===== config.mk =====
export PLATFORM = sky130hd
export DESIGN_NAME = gplc_top
export DESIGN_NICKNAME = d
export VERILOG_FILES = /design/src/hdl/gplc_pkg.sv /design/src/hdl/gplc_top.sv /design/src/hdl/gplc_capture.sv
export SDC_FILE = /design/constraint.sdc
export NUM_CORES = 1
export LEC_CHECK = 0
export BUFFER_PORTS_ARGS = -buffer_cell sky130_fd_sc_hd__clkbuf_2
export CAP_MARGIN = 30
export CELL_PAD_IN_SITES_DETAIL_PLACEMENT = 2
export CELL_PAD_IN_SITES_GLOBAL_PLACEMENT = 2
export CORE_MARGIN = 2
export CORE_UTILIZATION = 40
export CTS_CLUSTER_SIZE = 20
export DETAILED_ROUTE_END_ITERATION = 16
export PLACE_DENSITY_LB_ADDON = 0.05
export REMOVE_ABC_BUFFERS = 1
export SETUP_SLACK_MARGIN = 0.4
export SYNTH_ARGS = -nofsm -noshare
export SYNTH_HDL_FRONTEND = slang
export SYNTH_SLANG_ARGS = --single-unit

===== constraint.sdc =====
create_clock -name clk -period 2.52 [get_ports clk]
set_clock_uncertainty 0.2 [all_clocks]
set_input_delay 0.756 -clock clk [delete_from_list [all_inputs] [get_ports clk]]
set_output_delay 0.756 -clock clk [all_outputs]
set_load 0.01 [all_outputs]

===== src/hdl/gplc_pkg.sv =====
// package with register map, field layout and reset values of the gate pattern combiner
// Overview of operation
// [RULE1] control low nibble picks one of ten sources
// [RULE2] sources: A, B, A and B, A or B
// [RULE3] capture sources set bits and hold them
// [RULE4] port C is 32 lines, one per channel
// [RULE5] all registers 32 bits, single access
// [RULE6] block transfers only below 0x1000
// [RULE7] registers decoded only in 0x1000-0x7fff
// [RULE8] config window then monitor window; code puts monitor at 0x1000, config at 0x1800
// [RULE9] host should use 32-bit transfers
// [RULE10] read back live A, B and C
// [RULE11] read/write masks for A and B
// [RULE12] read/write software value drives C option
// [RULE13] mask bit one excludes that channel
// [RULE14] reset clears masks, control, value, capture
// [RULE15] read-only writes ignored, holes read zero
package gplc_pkg;
    localparam int            DATA_W        = 32;
    localparam int            ADDR_W        = 16;
    localparam logic [15:0]   USER_LO       = 16'h1000;
    localparam logic [15:0]   USER_HI       = 16'h7fff;
    localparam logic [15:0]   BLOCK_HI      = 16'h0fff;
    localparam logic [15:0]   OFS_VERSION   = 16'h1000;
    localparam logic [15:0]   OFS_PORT_A    = 16'h1004;
    localparam logic [15:0]   OFS_PORT_B    = 16'h1008;
    localparam logic [15:0]   OFS_PORT_C    = 16'h100c;
    localparam logic [15:0]   OFS_STATUS    = 16'h1010;
    localparam logic [15:0]   OFS_MASK_A    = 16'h1800;
    localparam logic [15:0]   OFS_MASK_B    = 16'h1804;
    localparam logic [15:0]   OFS_CONTROL   = 16'h1808;
    localparam logic [15:0]   OFS_SW_VALUE  = 16'h180c;
    localparam logic [31:0]   RST_WORD      = 32'h0000_0000;
    localparam int            SEL_LSB       = 0;
    localparam int            SEL_W         = 4;
    localparam int            CAPCLR_BIT    = 4;
    // selector codes for port C
    localparam logic [3:0]    SEL_A         = 4'h0;
    localparam logic [3:0]    SEL_B         = 4'h1;
    localparam logic [3:0]    SEL_AND       = 4'h2;
    localparam logic [3:0]    SEL_OR        = 4'h3;
    localparam logic [3:0]    SEL_CAP_A     = 4'h4;
    localparam logic [3:0]    SEL_CAP_B     = 4'h5;
    localparam logic [3:0]    SEL_CAP_AND   = 4'h6;
    localparam logic [3:0]    SEL_CAP_OR    = 4'h7;
    localparam logic [3:0]    SEL_SW        = 4'h8;
    localparam logic [3:0]    SEL_ZERO      = 4'h9;
    // status bits
    localparam int            ST_READY_BIT  = 0;
    localparam int            ST_ANYCAP_BIT = 1;
    localparam int            ST_BADSEL_BIT = 2;
endpackage


===== src/hdl/gplc_top.sv =====
// gate pattern combiner with its local bus register bank
`timescale 1ns/10ps
module gplc_top #(
    parameter logic [31:0]                  FW_REVISION = 32'h0000_0001 // arbitrary value
) (
    input  wire logic                       clk,
    input  wire logic                       rst_n,
    input  wire logic [gplc_pkg::DATA_W-1:0] portA,
    input  wire logic [gplc_pkg::DATA_W-1:0] portB,
    output logic      [gplc_pkg::DATA_W-1:0] portC,
    input  wire logic [gplc_pkg::ADDR_W-1:0] lbAddr,
    input  wire logic                       lbWrite,
    input  wire logic                       lbRead,
    input  wire logic                       lbBlock,
    input  wire logic [gplc_pkg::DATA_W-1:0] lbWdata,
    output logic      [gplc_pkg::DATA_W-1:0] lbRdata,
    output logic                            lbAck,
    output logic                            lbError
);
    import gplc_pkg::*;

    logic [DATA_W-1:0] maskA;
    logic [DATA_W-1:0] maskB;
    logic [DATA_W-1:0] control;
    logic [DATA_W-1:0] swValue;
    logic [DATA_W-1:0] liveA;
    logic [DATA_W-1:0] liveB;
    logic [DATA_W-1:0] capA;
    logic [DATA_W-1:0] capB;
    logic [DATA_W-1:0] capAnd;
    logic [DATA_W-1:0] capOr;
    logic [DATA_W-1:0] next_portC;
    logic [DATA_W-1:0] next_rdata;
    logic [SEL_W-1:0]  sel;
    logic              inUser;
    logic              blockOk;
    logic              accWr;
    logic              accRd;
    logic              capClear;

    // decode of the user window; block cycles are refused here
    function automatic logic inWindow(input logic [ADDR_W-1:0] a, input logic [ADDR_W-1:0] lo,
                                      input logic [ADDR_W-1:0] hi);
        return (a >= lo) && (a <= hi);
    endfunction

    assign inUser   = inWindow(lbAddr, USER_LO, USER_HI); // RULE7
    assign blockOk  = inWindow(lbAddr, 16'h0000, BLOCK_HI); // RULE6
    assign accWr    = lbWrite && inUser && !lbBlock; // RULE5
    assign accRd    = lbRead && inUser && !lbBlock;
    assign sel      = control[SEL_LSB +: SEL_W];
    assign capClear = accWr && (lbAddr == OFS_CONTROL) && lbWdata[CAPCLR_BIT];

    // masked channels contribute zero
    assign liveA = portA & ~maskA; // RULE13 RULE11
    assign liveB = portB & ~maskB; // RULE13

    gplc_capture u_capture (
        .clk    (clk),
        .rst_n  (rst_n),
        .clear  (capClear),
        .liveA  (liveA),
        .liveB  (liveB),
        .capA   (capA),
        .capB   (capB),
        .capAnd (capAnd),
        .capOr  (capOr)
    );

    // writable registers; monitor offsets fall through so writes are dropped
    always_ff @(posedge clk or negedge rst_n) begin
        if (!rst_n) begin
            maskA   <= RST_WORD; // RULE14
            maskB   <= RST_WORD;
            control <= RST_WORD;
            swValue <= RST_WORD;
        end else if (accWr) begin
            unique case (lbAddr)
                OFS_MASK_A:   maskA   <= lbWdata; // RULE11 RULE8
                OFS_MASK_B:   maskB   <= lbWdata;
                OFS_CONTROL:  control <= lbWdata & ~(32'h1 << CAPCLR_BIT);
                OFS_SW_VALUE: swValue <= lbWdata; // RULE12
                default:      ; // RULE15
            endcase
        end
    end

    // output selector
    always_comb begin
        unique case (sel) // RULE1
            SEL_A:       next_portC = liveA; // RULE2
            SEL_B:       next_portC = liveB;
            SEL_AND:     next_portC = liveA & liveB;
            SEL_OR:      next_portC = liveA | liveB;
            SEL_CAP_A:   next_portC = capA; // RULE3
            SEL_CAP_B:   next_portC = capB;
            SEL_CAP_AND: next_portC = capAnd;
            SEL_CAP_OR:  next_portC = capOr;
            SEL_SW:      next_portC = swValue; // RULE12
            SEL_ZERO:    next_portC = RST_WORD;
            default:     next_portC = RST_WORD;
        endcase
    end

    always_ff @(posedge clk or negedge rst_n) begin
        if (!rst_n) begin
            portC <= RST_WORD;
        end else begin
            portC <= next_portC; // RULE4
        end
    end

    // read mux
    always_comb begin
        unique case (lbAddr) // RULE8
            OFS_VERSION:  next_rdata = FW_REVISION;
            OFS_PORT_A:   next_rdata = portA; // RULE10
            OFS_PORT_B:   next_rdata = portB;
            OFS_PORT_C:   next_rdata = portC;
            OFS_STATUS:   next_rdata = {29'h0, (sel > SEL_ZERO), (|capOr), 1'b1};
            OFS_MASK_A:   next_rdata = maskA;
            OFS_MASK_B:   next_rdata = maskB;
            OFS_CONTROL:  next_rdata = control;
            OFS_SW_VALUE: next_rdata = swValue;
            default:      next_rdata = RST_WORD; // RULE15
        endcase
    end

    // one-cycle answer for every access; out-of-window or bad block gives error
    always_ff @(posedge clk or negedge rst_n) begin
        if (!rst_n) begin
            lbRdata <= RST_WORD;
            lbAck   <= 1'b0;
            lbError <= 1'b0;
        end else begin
            lbAck   <= lbRead || lbWrite;
            lbError <= (lbRead || lbWrite) && (lbBlock ? !blockOk : !inUser); // RULE6 RULE7
            lbRdata <= accRd ? next_rdata : RST_WORD;
        end
    end
endmodule


===== src/hdl/gplc_capture.sv =====
// sticky capture of the four combined patterns
`timescale 1ns/10ps
module gplc_capture (
    input  wire logic                       clk,
    input  wire logic                       rst_n,
    input  wire logic                       clear,
    input  wire logic [gplc_pkg::DATA_W-1:0] liveA,
    input  wire logic [gplc_pkg::DATA_W-1:0] liveB,
    output logic      [gplc_pkg::DATA_W-1:0] capA,
    output logic      [gplc_pkg::DATA_W-1:0] capB,
    output logic      [gplc_pkg::DATA_W-1:0] capAnd,
    output logic      [gplc_pkg::DATA_W-1:0] capOr
);
    import gplc_pkg::*;

    // a new bit in the clear cycle is kept: set wins over clear
    always_ff @(posedge clk or negedge rst_n) begin
        if (!rst_n) begin
            capA   <= RST_WORD; // RULE14
            capB   <= RST_WORD;
            capAnd <= RST_WORD;
            capOr  <= RST_WORD;
        end else begin
            capA   <= (clear ? RST_WORD : capA) | liveA; // RULE3
            capB   <= (clear ? RST_WORD : capB) | liveB;
            capAnd <= (clear ? RST_WORD : capAnd) | (liveA & liveB);
            capOr  <= (clear ? RST_WORD : capOr) | (liveA | liveB);
        end
    end
endmodule


* Word level (Yosys, flattened, before mapping)
Cells that the tools add are included.
Word-level totals: register bits after elaboration 321, bits in latches 0, bits in writable memories 0, ROM bits 0, bits of input ports 117, word-level logic and storage cells 71, memories kept 0
Cells by class: add/subtract/negate cells 0, multiply operators 0, divide/modulo/power cells 0, magnitude comparators 5, equal/unequal tests 17, shift-type cells 0, multiplexer cells 8, bitwise operators 10, reduce and logical (&&, ||, !) cells 19
Operators by type and width (number):
- $pmux 32 s9 | 2
- $mux 32 | 5
- $or 32x32->32 | 5
- $eq 16x13->1 const B | 9
- $and 32x32->32 | 3
- $not 32->32 | 2
- $reduce_or 32->1 | 1
- $eq 4x3->1 const B | 4
- $ge 16x1->1 const B | 1
- $ge 16x13->1 const B | 1
- $le 16x12->1 const B | 1
- $le 16x15->1 const B | 1
- $logic_and 1x1->1 | 9
- $eq 4x2->1 const B | 2
- $reduce_and 2->1 | 4
- $eq 4x1->1 const B | 1
- $eq 4x4->1 const B | 1
- $gt 4x4->1 const B | 1
- $logic_not 4->1 | 1
- $logic_not 1->1 | 3
- $logic_or 1x1->1 | 1
- $mux 1 | 1

* Longest topological paths before layout
Gate-level depths: netlist of run 1.
depth in word-level cells 8, gate-level depth with buffers 8, gate-level depth less buffers 5

* Cells and area by module
From an unflattened synthesis of run 1, not the netlist that was laid out.
Unflattened totals: cells, all modules 1237, area, all modules 14871.8 µm²
By module, submodules not included:
- gplc_top | times used 1, cells an instance 966, area an instance 10523.8 µm², seq. area each 4829.6 µm²
- gplc_capture | times used 1, cells an instance 271, area an instance 4347.9 µm², seq. area each 3203.1 µm²

* Least setup slack after synthesis of run 1
OpenSTA, ideal clock, no wires.
path kind input-to-reg, start point input lbAddr[3] (netlist bit), end point register lbRdata[13] (netlist bit), setup time 0.132 ns, arrival 2.208 ns, data required time 2.188 ns, path slack -0.020 ns, stages 6, path buffers 3, path through buf_2 buf_2 clkbuf_1 mux4_2 a222oi_1 nor2_1
On the way: cells in the longest elaborated chain, start to end 5
Ends and longest elaborated chain:
- from (decl) | RTL line gplc_top.sv:11 | input wire logic [gplc_pkg::ADDR_W-1:0] lbAddr,
- $ge 16x13->1 / $le 16x15->1 (equally long branches) | RTL line gplc_top.sv:44 | return (a >= lo) && (a <= hi);
- $logic_and 1x1->1 | RTL line gplc_top.sv:44
- $logic_and 1x1->1 (2 in series) | RTL line gplc_top.sv:50 | assign accRd = lbRead && inUser && !lbBlock;
- $mux 32 * | RTL line gplc_top.sv:138 | lbRdata <= accRd ? next_rdata : RST_WORD;
- to (signal assigned) | RTL line gplc_top.sv:138
- to (decl) | RTL line gplc_top.sv:16 | output logic [gplc_pkg::DATA_W-1:0] lbRdata,
Every way passes the cells marked *; elsewhere a longest branch is shown, timed or not. A chain may end at the register's enable or synchronous reset.

* Final worst setup path of run 1
start point input lbAddr[5] (netlist bit), end point register u_capture.capAnd[19] (netlist bit)
On the way: cells in the longest elaborated chain, start to end 8
Ends and longest elaborated chain:
- $ge 16x13->1 / $le 16x15->1 (equally long branches) | RTL line gplc_top.sv:44
- $logic_and 1x1->1 | RTL line gplc_top.sv:44
- $logic_and 1x1->1 (2 in series) | RTL line gplc_top.sv:49 | assign accWr = lbWrite && inUser && !lbBlock;
- $logic_and 1x1->1 * (2 in series) | RTL line gplc_top.sv:52 | assign capClear = accWr && (lbAddr == OFS_CONTROL) && lbWdata[CAPCLR_BIT];
- $mux 32 * | RTL line gplc_capture.sv:26 | capAnd <= (clear ? RST_WORD : capAnd) | (liveA & liveB);
- $or 32x32->32 * | RTL line gplc_capture.sv:26
- to (signal assigned) | RTL line gplc_capture.sv:26
- to (decl) | RTL line gplc_capture.sv:11 | output logic [gplc_pkg::DATA_W-1:0] capAnd,
Marks and branches as above.

==> results of run 1 <==
## state kept, by name, summed over array words and instances (netlist names), 32 cells and up
name              count
swValue              32
portC                32
maskB                32
lbRdata              32
u_capture.capA       32
u_capture.capOr      32
u_capture.capAnd     32
maskA                32
u_capture.capB       32
## power by group through the flow
stage | combinational (mW) | sequential (mW) | clock [mW]
6_report | 0.802 | 5.21 | 5.49
3_3_place_gp | 0.724 | 5.30 | 0
5_1_grt | 0.861 | 5.21 | 5.73
4_1_cts | 0.763 | 5.21 | 5.54
3_5_place_dp | 0.743 | 5.30 | 0
2_1_floorplan | 0.220 | 5.31 | 0
## cell usage after synthesis (3+ instances only)
master | number | area [µm²]
sky130_fd_sc_hd__a211o_1 | 33 | 289.0
sky130_fd_sc_hd__a21o_1 | 72 | 540.5
sky130_fd_sc_hd__a21oi_1 | 47 | 235.2
sky130_fd_sc_hd__a221oi_1 | 12 | 105.1
sky130_fd_sc_hd__a222oi_1 | 50 | 500.5
sky130_fd_sc_hd__a22o_1 | 43 | 376.6
sky130_fd_sc_hd__a22oi_1 | 24 | 180.2
sky130_fd_sc_hd__a32oi_1 | 9 | 78.83
sky130_fd_sc_hd__and2_1 | 17 | 106.4
sky130_fd_sc_hd__and3_1 | 3 | 18.77
sky130_fd_sc_hd__buf_1 | 3 | 11.26
sky130_fd_sc_hd__buf_2 | 30 | 150.1
sky130_fd_sc_hd__buf_4 | 3 | 22.52
sky130_fd_sc_hd__buf_6 | 15 | 168.9
sky130_fd_sc_hd__clkbuf_1 | 30 | 112.6
sky130_fd_sc_hd__dfrtp_1 | 321 | 8033
sky130_fd_sc_hd__inv_1 | 8 | 30.03
sky130_fd_sc_hd__mux2_1 | 7 | 78.83
sky130_fd_sc_hd__mux2_2 | 108 | 1216
sky130_fd_sc_hd__mux2_4 | 28 | 420.4
sky130_fd_sc_hd__mux2i_1 | 3 | 30.03
sky130_fd_sc_hd__mux4_2 | 29 | 653.1
sky130_fd_sc_hd__nand2_1 | 32 | 120.1
sky130_fd_sc_hd__nand2b_1 | 4 | 25.02
sky130_fd_sc_hd__nand3_1 | 15 | 75.07
sky130_fd_sc_hd__nand4_1 | 20 | 125.1
sky130_fd_sc_hd__nor2_1 | 77 | 289.0
sky130_fd_sc_hd__nor2b_1 | 66 | 412.9
sky130_fd_sc_hd__nor3_1 | 7 | 35.03
sky130_fd_sc_hd__nor3_2 | 3 | 30.03
sky130_fd_sc_hd__nor3_4 | 3 | 48.80
sky130_fd_sc_hd__nor4_1 | 10 | 62.56
sky130_fd_sc_hd__o21ai_0 | 36 | 180.2
sky130_fd_sc_hd__o311ai_1 | 3 | 26.28
## metal layers
layer,up-vias,global-route usage,part of all wire
li1,5204,-,-
met1,6848,0.4046,0.40
met2,547,0.5267,0.49
met3,170,0.04616,0.065
met4,0,0.1161,0.042
met5,-,0,0
## worst max path at each step
stage,startpoint,to,slack (ns),depth (start not counted)
floorplan,lbAddr[5],u_capture.capAnd[31]$_DFF_PN0_,-4.07,5
global placement,lbAddr[5],swValue[13]$_DFFE_PN0P_,-0.32,7
detailed placement,lbAddr[14],maskA[18]$_DFFE_PN0P_,-0.36,7
CTS,lbAddr[14],swValue[14]$_DFFE_PN0P_,0.29,8
global route,lbAddr[5],u_capture.capAnd[19]$_DFF_PN0_,0.13,11
finish,lbAddr[5],u_capture.capAnd[19]$_DFF_PN0_,0.19,11
## final cells by class
| class | instances | area share |
|---|---|---|
| inverters | 8 | 0.001469 |
| flip-flops and latches | 321 | 0.3932 |
| repair buffers | 358 | 0.1701 |
| clock inverters | 13 | 0.004897 |
| multi-input cells | 784 | 0.3472 |
| diodes | 1 | 0.0001224 |
| well taps | 468 | 0.02865 |
| clock buffers | 56 | 0.05430 |
## critical path: stages
cell                        delay [ns]
sky130_fd_sc_hd__buf_6            0.10
sky130_fd_sc_hd__nor4b_4          0.29
sky130_fd_sc_hd__buf_4            0.17
sky130_fd_sc_hd__nand4_4          0.10
sky130_fd_sc_hd__nor2_4           0.13
sky130_fd_sc_hd__nand4_1          0.13
sky130_fd_sc_hd__buf_6            0.19
sky130_fd_sc_hd__buf_12           0.16
sky130_fd_sc_hd__buf_12           0.14
sky130_fd_sc_hd__clkbuf_16        0.15
sky130_fd_sc_hd__a22o_1           0.23
## per-stage QoR
step	utilization	TNS, ns	power (mW)
finish	0.5556	0	11.50
global route	0.5556	0	11.80
CTS	0.5216	0	11.51
detailed placement	0.4731	-65.19	6.043
global placement	0.4731	-58.08	6.024
floorplan	-	-597.05	5.528
## placed cells by master, fill, tap and decap left out, types with 34 or more instances in the layout
master,instances
sky130_fd_sc_hd__a222oi_1,50
sky130_fd_sc_hd__clkbuf_16,54
sky130_fd_sc_hd__nor2b_1,65
sky130_fd_sc_hd__a22o_1,43
sky130_fd_sc_hd__clkbuf_2,175
sky130_fd_sc_hd__o21ai_0,34
sky130_fd_sc_hd__buf_4,81
sky130_fd_sc_hd__nor2_1,69
sky130_fd_sc_hd__mux2_4,122
sky130_fd_sc_hd__dfrtp_1,317
sky130_fd_sc_hd__a21o_1,72
sky130_fd_sc_hd__buf_12,44
sky130_fd_sc_hd__a21oi_1,38
## repair_timing
item	CTS	global route
hold endpoints to repair	28	0
resized for setup	52	170
hold buffers	1	0
cloned	10	18
setup buffers	5	17
setup endpoints to repair	183	299
pin swaps	43	85
## logic make-up after synthesis
| kind of cell | after synthesis | share of synthesized area |
|---|---|---|
| xor+xnor | 1 | 0.0005835 |
| flops | 321 | 0.5350 |
| simple gates | 272 | 0.1004 |
| buf+inv | 89 | 0.03300 |
| mux | 175 | 0.1598 |
| compound gates | 336 | 0.1712 |
==> results.md, run 1 <==
Synth:
- The synthesized area is about 0.015 mm².
- The number of library cell types mapped by synthesis is 54.
- The register bit total from synthesis is approximately 320.
- A synthesized cell averages 12.57 µm².
- The main flop type after synthesis is sky130_fd_sc_hd__dfrtp_1.
- The Yosys step of the flow raised 0 warnings.
- The sequential fraction of the synthesis area is 0.5350.
- Counting flops with a built-in enable in the synthesized netlist gives 0.
- The number of instances in the synthesized netlist is 1194.
- For this run, asynchronously set or reset flops after synthesis account for 1.000.

Clock tree:
- The tree built by TritonCTS fans out to 321 sinks.
- For the worst-skew pair, the clock arrives at the later sink with an insertion delay of 0.57 ns.
- Buffers inserted during clock tree synthesis total 38.
- The clock tree root driver cell is sky130_fd_sc_hd__clkbuf_16.
- The maximum level of the CTS H-tree is 2.
- TritonCTS built the clock tree.
- The clock passes through at most 3 buffers.
- After clock tree synthesis, the clock-pin slew on the worst setup and hold paths is 0.07 ns.

Placed design:
- The placed instances occupy a cell area of 0.01740 mm².
- The routability congestion estimate is 0.8178.
- Detailed placement finished with a half-perimeter wire length of 39070 µm.
- The total of buffers placed on input and output ports is about 180.
- The placed instance count is 1888.
- The worst slack after detailed placement is -0.3648 ns.

Setup path:
- The required time at the worst-slack endpoint is approximately 2.8 ns.
- The endpoint identified for the worst register-to-register timing path is portC[1]$_DFF_PN0_.
- In this run the worst path has a maximum fanout of 7.
- The worst setup path is captured at a flop.
- The reg-to-reg critical path startpoint is control[3]$_DFFE_PN0P_.
- STA classifies the critical path startpoint as a primary input.
- The worst setup path is of the in2reg kind.
- STA puts the critical path data arrival time at 2.57 ns.
- The setup check on the worst reg-to-reg path leaves a slack of 0.45 ns.
- The number of cells on the worst reg-to-reg path is 5.

Global route:
- Entering global routing, the biggest net connects 72 pins.
- The total overflow reported by the global router is 0.
- The first-pass GRT wire length is 89640 µm.
- The number of antenna violations at the first check in global routing is 1.
- The via count of the first global-routing pass is 13640.
- For this run, the total global-route usage over all layers was measured as 0.3109.

Hold path:
- The path with the worst hold slack has its endpoint at lbAck$_DFF_PN0_.
- The source of the worst hold timing path is lbRead.
- The worst hold path was traced through 2 stages.
- The path class of the tightest hold or removal check is in2reg.

Timing:
- The final count of pins violating max slew is 0.
- The count of endpoints failing setup in the final report is 0.
- The slew at the pin closest to its max-slew limit is 0.6947 ns.
- Measured against its own limit, the worst slew margin works out to 0.5369.
- Setup repair after global routing could not meet its margin everywhere.
- The worst hold margin is 0.2561 ns.
- The number of hold violations in the final report came to 0.
- In the finished design, the share of the clock period the worst path needs comes to 0.9237.
- The timing-limited maximum frequency is 0.4296 GHz.
- The worst-case setup margin in the final layout is 0.1924 ns.
- The smallest clock period supported by the final layout is computed as 2.328 ns.

Detailed routing:
- Using the TritonRoute via totals, the vias-per-cell ratio works out to 6.356.
- The number of search-and-repair iterations in the first detailed-routing pass is 7.
- The number of remaining DRC errors is 0.
- The remaining number of nets flagged by the antenna check after routing is 0.
- The number of DRC markers in iteration 0 is 1255.
- For this block, the routed nets add up to 67890 µm of wire.
- The number of vias in the routed layout is 12770.
- In the final routed layout, each cell accounts on average for 33.79 µm.

Floorplan:
- 183 I/O pins were placed.
- The floorplan step defined a core boundary enclosing 0.03679 mm².
- The area of the die is between 0.03 and 0.04 mm².
- From left edge to right edge, the die measures 197.7 µm.
- The floorplan step set the die height to approximately 200 µm.
- The number of placement rows is 70.
- For this configuration, the core starts out at a cell density of 0.4081.

Power and ir drop:
- The combinational share of power is 0.070.
- The internal power is 8.636 mW.
- The portion of total power attributed to the clock network is 0.478.
- The maximum resistive drop on vdd is 0.4830 mV.
- The areal power density over the cells is approximately 560 mW/mm².
- The leakage power is 8.849 nW.
- The switching portion of total power is 0.2493.
- The sequential power share is 0.453.
- For this design the total switching power over the nets is 2.867 mW.

Final layout:
- The number of fillers in the final layout is 3405.
- The net total in the final layout is 1628.
- In the final layout, the multi-input gates occupy between 0.007 and 0.008 mm².
- The layout overhead on the synthesized area is 36.14%.
- Across the whole layout, storage elements account for 0.008038 mm².
- Leaving out filler cells and counting taps, the final layout contains 2009.
- Once layout is done, the placed cells without fillers occupy 0.02044 mm².
- In the final layout, the share of cells above drive strength 1 is 0.4195.

Flow run:
- Max-cap violations in this run came to 0.

Status:
- The run finished with clean final reports.
Note: power is estimated with default switching activity, not from simulation.
==> inputs of run 2 (changes only) <==
CORE_ASPECT_RATIO = 1.2   (was not set)
==> run 2 against run 1 <==
Final cell count shrank 0.70%. Global-route usage shrank 1.2 points. Clock power shrank 6.7%. Register-to-register slack lost 0.10 ns. Fmax shrank 2.5%. Die area is essentially flat. Total power shrank 3.3%.
==> results.md, run 2 (synthesis results as in run 1) <==
Status:
- The flow ran to the end, and the final reports show no timing, DRC or antenna violations.

Placed design:
- Routability-driven placement finished with a final weighted congestion of roughly 0.8.
- The detailed placer's ending HPWL is 37060 µm.
- The count of buffers added on input and output ports is between 150 and 200.
- The area after detailed placement is 0.01733 mm².

Power and ir drop:
- IR analysis of the VDD net gives a maximum drop of 0.4231 mV.
- Of the total power, the share spent switching nets is 0.2442.
- The internal power is 8.402 mW.
- In this run the power density over the cells is 562.1 mW/mm².
- The analysis attributes to net switching a power of 2.715 mW.
- The sequential power share is 0.468.
- The share of total power dissipated in combinational logic is 0.071.
- The share of total power dissipated in the clock network is 0.461.
- In this run the static leakage power is between 8 and 9 nW.

Timing:
- The post-route fraction of the period consumed by the critical path is 0.9470.
- The final count of pins violating max slew was 0.
- Based on the critical path, the design can be clocked at up to 0.4190 GHz.
- The final critical delay including setup and external delays is between 2 and 2.5 ns.
- Setup repair after global routing could not meet its margin everywhere.
- Final hold analysis gives a worst-case slack of 0.2823 ns.
- The worst pin sits at a relative slew slack of 0.5786.
- Setup violations remaining at the end of the flow were counted as 0.
- The number of hold violations in the final report is 0.
- For the pin with the worst max-slew slack, the measured transition is 0.6263 ns.

Setup path:
- The signal on the critical path passes through clkbuf_2 -> buf_4 -> nor2_1 -> and3_1 -> nand2_8 -> nor3_4 -> buf_12 -> clkbuf_16 -> mux2_4.
- The kind of launch point of the worst setup path is a primary input.
- The cell class contributing the biggest share of worst-path delay is simple AND/OR/NAND/NOR gates.
- The reg-to-reg critical path startpoint is u_capture.capOr[22]$_DFF_PN0_.
- In this run the register-to-register setup slack is 0.35 ns.
- STA classifies the critical path endpoint as a flop.
- The highest cell delay on the worst timing path is 0.35 ns.
- Along the worst path, the maximum fanout reaches 8.
- The critical path endpoint is swValue[22]$_DFFE_PN0P_.
- The instance count on the critical path is 9.
- The arrival time at the worst endpoint is around 2.6 ns.
- The buffer and inverter count on the worst path is 4.
- The most critical setup path has its startpoint at lbAddr[15].
- The worst reg2reg path depth is 5.
- The reg-to-reg critical path endpoint is lbRdata[1]$_DFF_PN0_.
- The slowest stage of the critical path is the sky130_fd_sc_hd__and3_1 cell.
- The required time at the worst-slack endpoint is around 2.7 ns.
- The type of the worst setup path is in2reg.

Final layout:
- The final core area utilization is 0.5360.
- The net total in the final layout is 1615.
- The layout overhead on the synthesized area is 31.74%.
- The most common cell after layout, fill and taps aside is sky130_fd_sc_hd__dfrtp_1.
- The final non-filler cell area is 0.01978 mm².
- The layout cell share with drive strength beyond 1 is 0.4009.
- In the layout the commonest cells are sky130_fd_sc_hd__dfrtp_1, sky130_fd_sc_hd__clkbuf_2, sky130_fd_sc_hd__mux2_4, sky130_fd_sc_hd__buf_4.

Clock tree:
- In this run, CTS created clock tree buffers numbering 36.
- The largest buffer count on any clock path is 3.
- CTS built an H-tree with a depth of 2.
- The clock latency at the later pin of the worst-skew pair is 0.53 ns.
- Clock tree synthesis selected as its root buffer the cell sky130_fd_sc_hd__clkbuf_16.
- CTS saw 321 sinks.
- The clock-pin slew of the registers on the worst-case setup and hold paths is around 0.060 ns.
- The clock tree from TritonCTS is yes.

Global route:
- The first global-routing pass estimated between 80000 and 90000 µm of wire.
- The via count of the first global-routing pass is roughly 14000.
- The total overflow reported by the global router is 0.
- The number of antenna violations at the first check in global routing is 2.
- The total routing usage reported by global routing is 0.2984.
- Entering global routing, the biggest net connects 82 pins.

Detailed routing:
- The first detailed-routing pass ran for 8 iterations.
- Summing over every cut layer, the via total after detailed routing is 12590.
- The number of DRC markers in iteration 0 is ~1100.
- After detailed routing, the number of remaining DRC violations is 0.
- The total wirelength of the detailed-routed design is roughly 64000 µm.
- After detailed routing, the average wire length per cell comes to 32.26 µm.
- The detail route stage leaves a number of antenna-violating nets equal to 0.
- Using the TritonRoute via totals, the vias-per-cell ratio works out to 6.309.

Flow run:
- The max-cap violation count is 0.

Floorplan:
- The die covers a little under 0.04 mm².
- Row generation in the floorplan step produced 77 rows.
- After floorplanning, the core was sized to cover roughly 0.037 mm².
- The effective utilization at floorplan is 0.4069.
- The die is 216.2 µm tall.
- The die is 180.9 µm wide.
- 183 I/O pins were placed.

Hold path:
- In this run the worst hold path is classified as reg2reg.
[run 2: changes by cell type in the layout (fill, tap and decap cells not counted), moves of 5 or more]
cell and delta:
sky130_fd_sc_hd__buf_16 -6, sky130_fd_sc_hd__a21oi_2 -5, sky130_fd_sc_hd__buf_12 -17, sky130_fd_sc_hd__a21oi_1 +5, sky130_fd_sc_hd__buf_6 +12, sky130_fd_sc_hd__mux2_4 -5
sky130_fd_sc_hd__clkbuf_16 -7
[run 2: worst min-delay path by stage]
| stage | startpoint | end | slack, ns | cells after the start |
|---|---|---|---|---|
| after floorplan | u_capture.capA[0]$_DFF_PN0_ | u_capture.capA[0]$_DFF_PN0_ | 0.25 | 1 |
| after global routing | lbRead | lbAck$_DFF_PN0_ | 0.28 | 2 |
| after detailed placement | u_capture.capB[5]$_DFF_PN0_ | u_capture.capB[5]$_DFF_PN0_ | 0.27 | 1 |
| after CTS | lbRead | lbAck$_DFF_PN0_ | 0.24 | 2 |
| final | u_capture.capB[5]$_DFF_PN0_ | u_capture.capB[5]$_DFF_PN0_ | 0.28 | 1 |
| after global placement | u_capture.capA[28]$_DFF_PN0_ | u_capture.capA[28]$_DFF_PN0_ | 0.26 | 1 |
[run 2: final cells by class]
class                   instances  area, µm²
multi-input cells             784       7025
clock buffers                  51       1028
well taps                     474      593.1
repair buffers                347       2999
inverters                       8      30.03
clock inverters                 8      65.06
flip-flops and latches        321       8033
fillers                      3537      17120
diodes                          2      5.005
[run 2: worst reg2reg max path, cell delays in order, from the launching register on]
cell,delay (ns)
sky130_fd_sc_hd__dfrtp_1,0.47
sky130_fd_sc_hd__nor4_1,0.62
sky130_fd_sc_hd__nand4_1,0.18
sky130_fd_sc_hd__o21bai_1,0.29
sky130_fd_sc_hd__a21o_1,0.20
sky130_fd_sc_hd__a21oi_1,0.10
[run 2: timing repair]
action,4_1_cts,5_1_grt
buffers inserted,8,13
hold buffers,1,0
gates cloned,7,13
hold endpoints to repair,28,0
endpoints found under the setup margin,256,298
pin swaps,8,55
resized for setup,50,142
[run 2: power groups by stage]
| stage | Clock [mW] | Combinational [mW] | Sequential (mW) |
|---|---|---|---|
| after floorplan | 0 | 0.220 | 5.31 |
| after global placement | 0 | 0.725 | 5.30 |
| after detailed placement | 0 | 0.739 | 5.30 |
| after CTS | 5.16 | 0.758 | 5.21 |
| after global routing | 5.37 | 0.852 | 5.21 |
| final | 5.12 | 0.791 | 5.21 |
[run 2: stage by stage]
step	cells	setup WS [ns]	total power [mW]	setup TNS, ns
global placement	1891	-0.3100	6.024	-59.47
CTS	1967	0.2928	11.13	0
floorplan	1113	-4.073	5.528	-597.05
detailed placement	1892	-0.3468	6.040	-69.78
finish	1995	0.1336	11.12	0
global route	1993	0.08591	11.43	0
[run 2: routing by layer]
layer	share of wire	vias to the layer above	global-route usage
li1	-	5170	-
met1	0.40	6736	0.3873
met2	0.49	541	0.5061
met3	0.066	137	0.05209
met4	0.041	2	0.1003
met5	0.00022	-	0
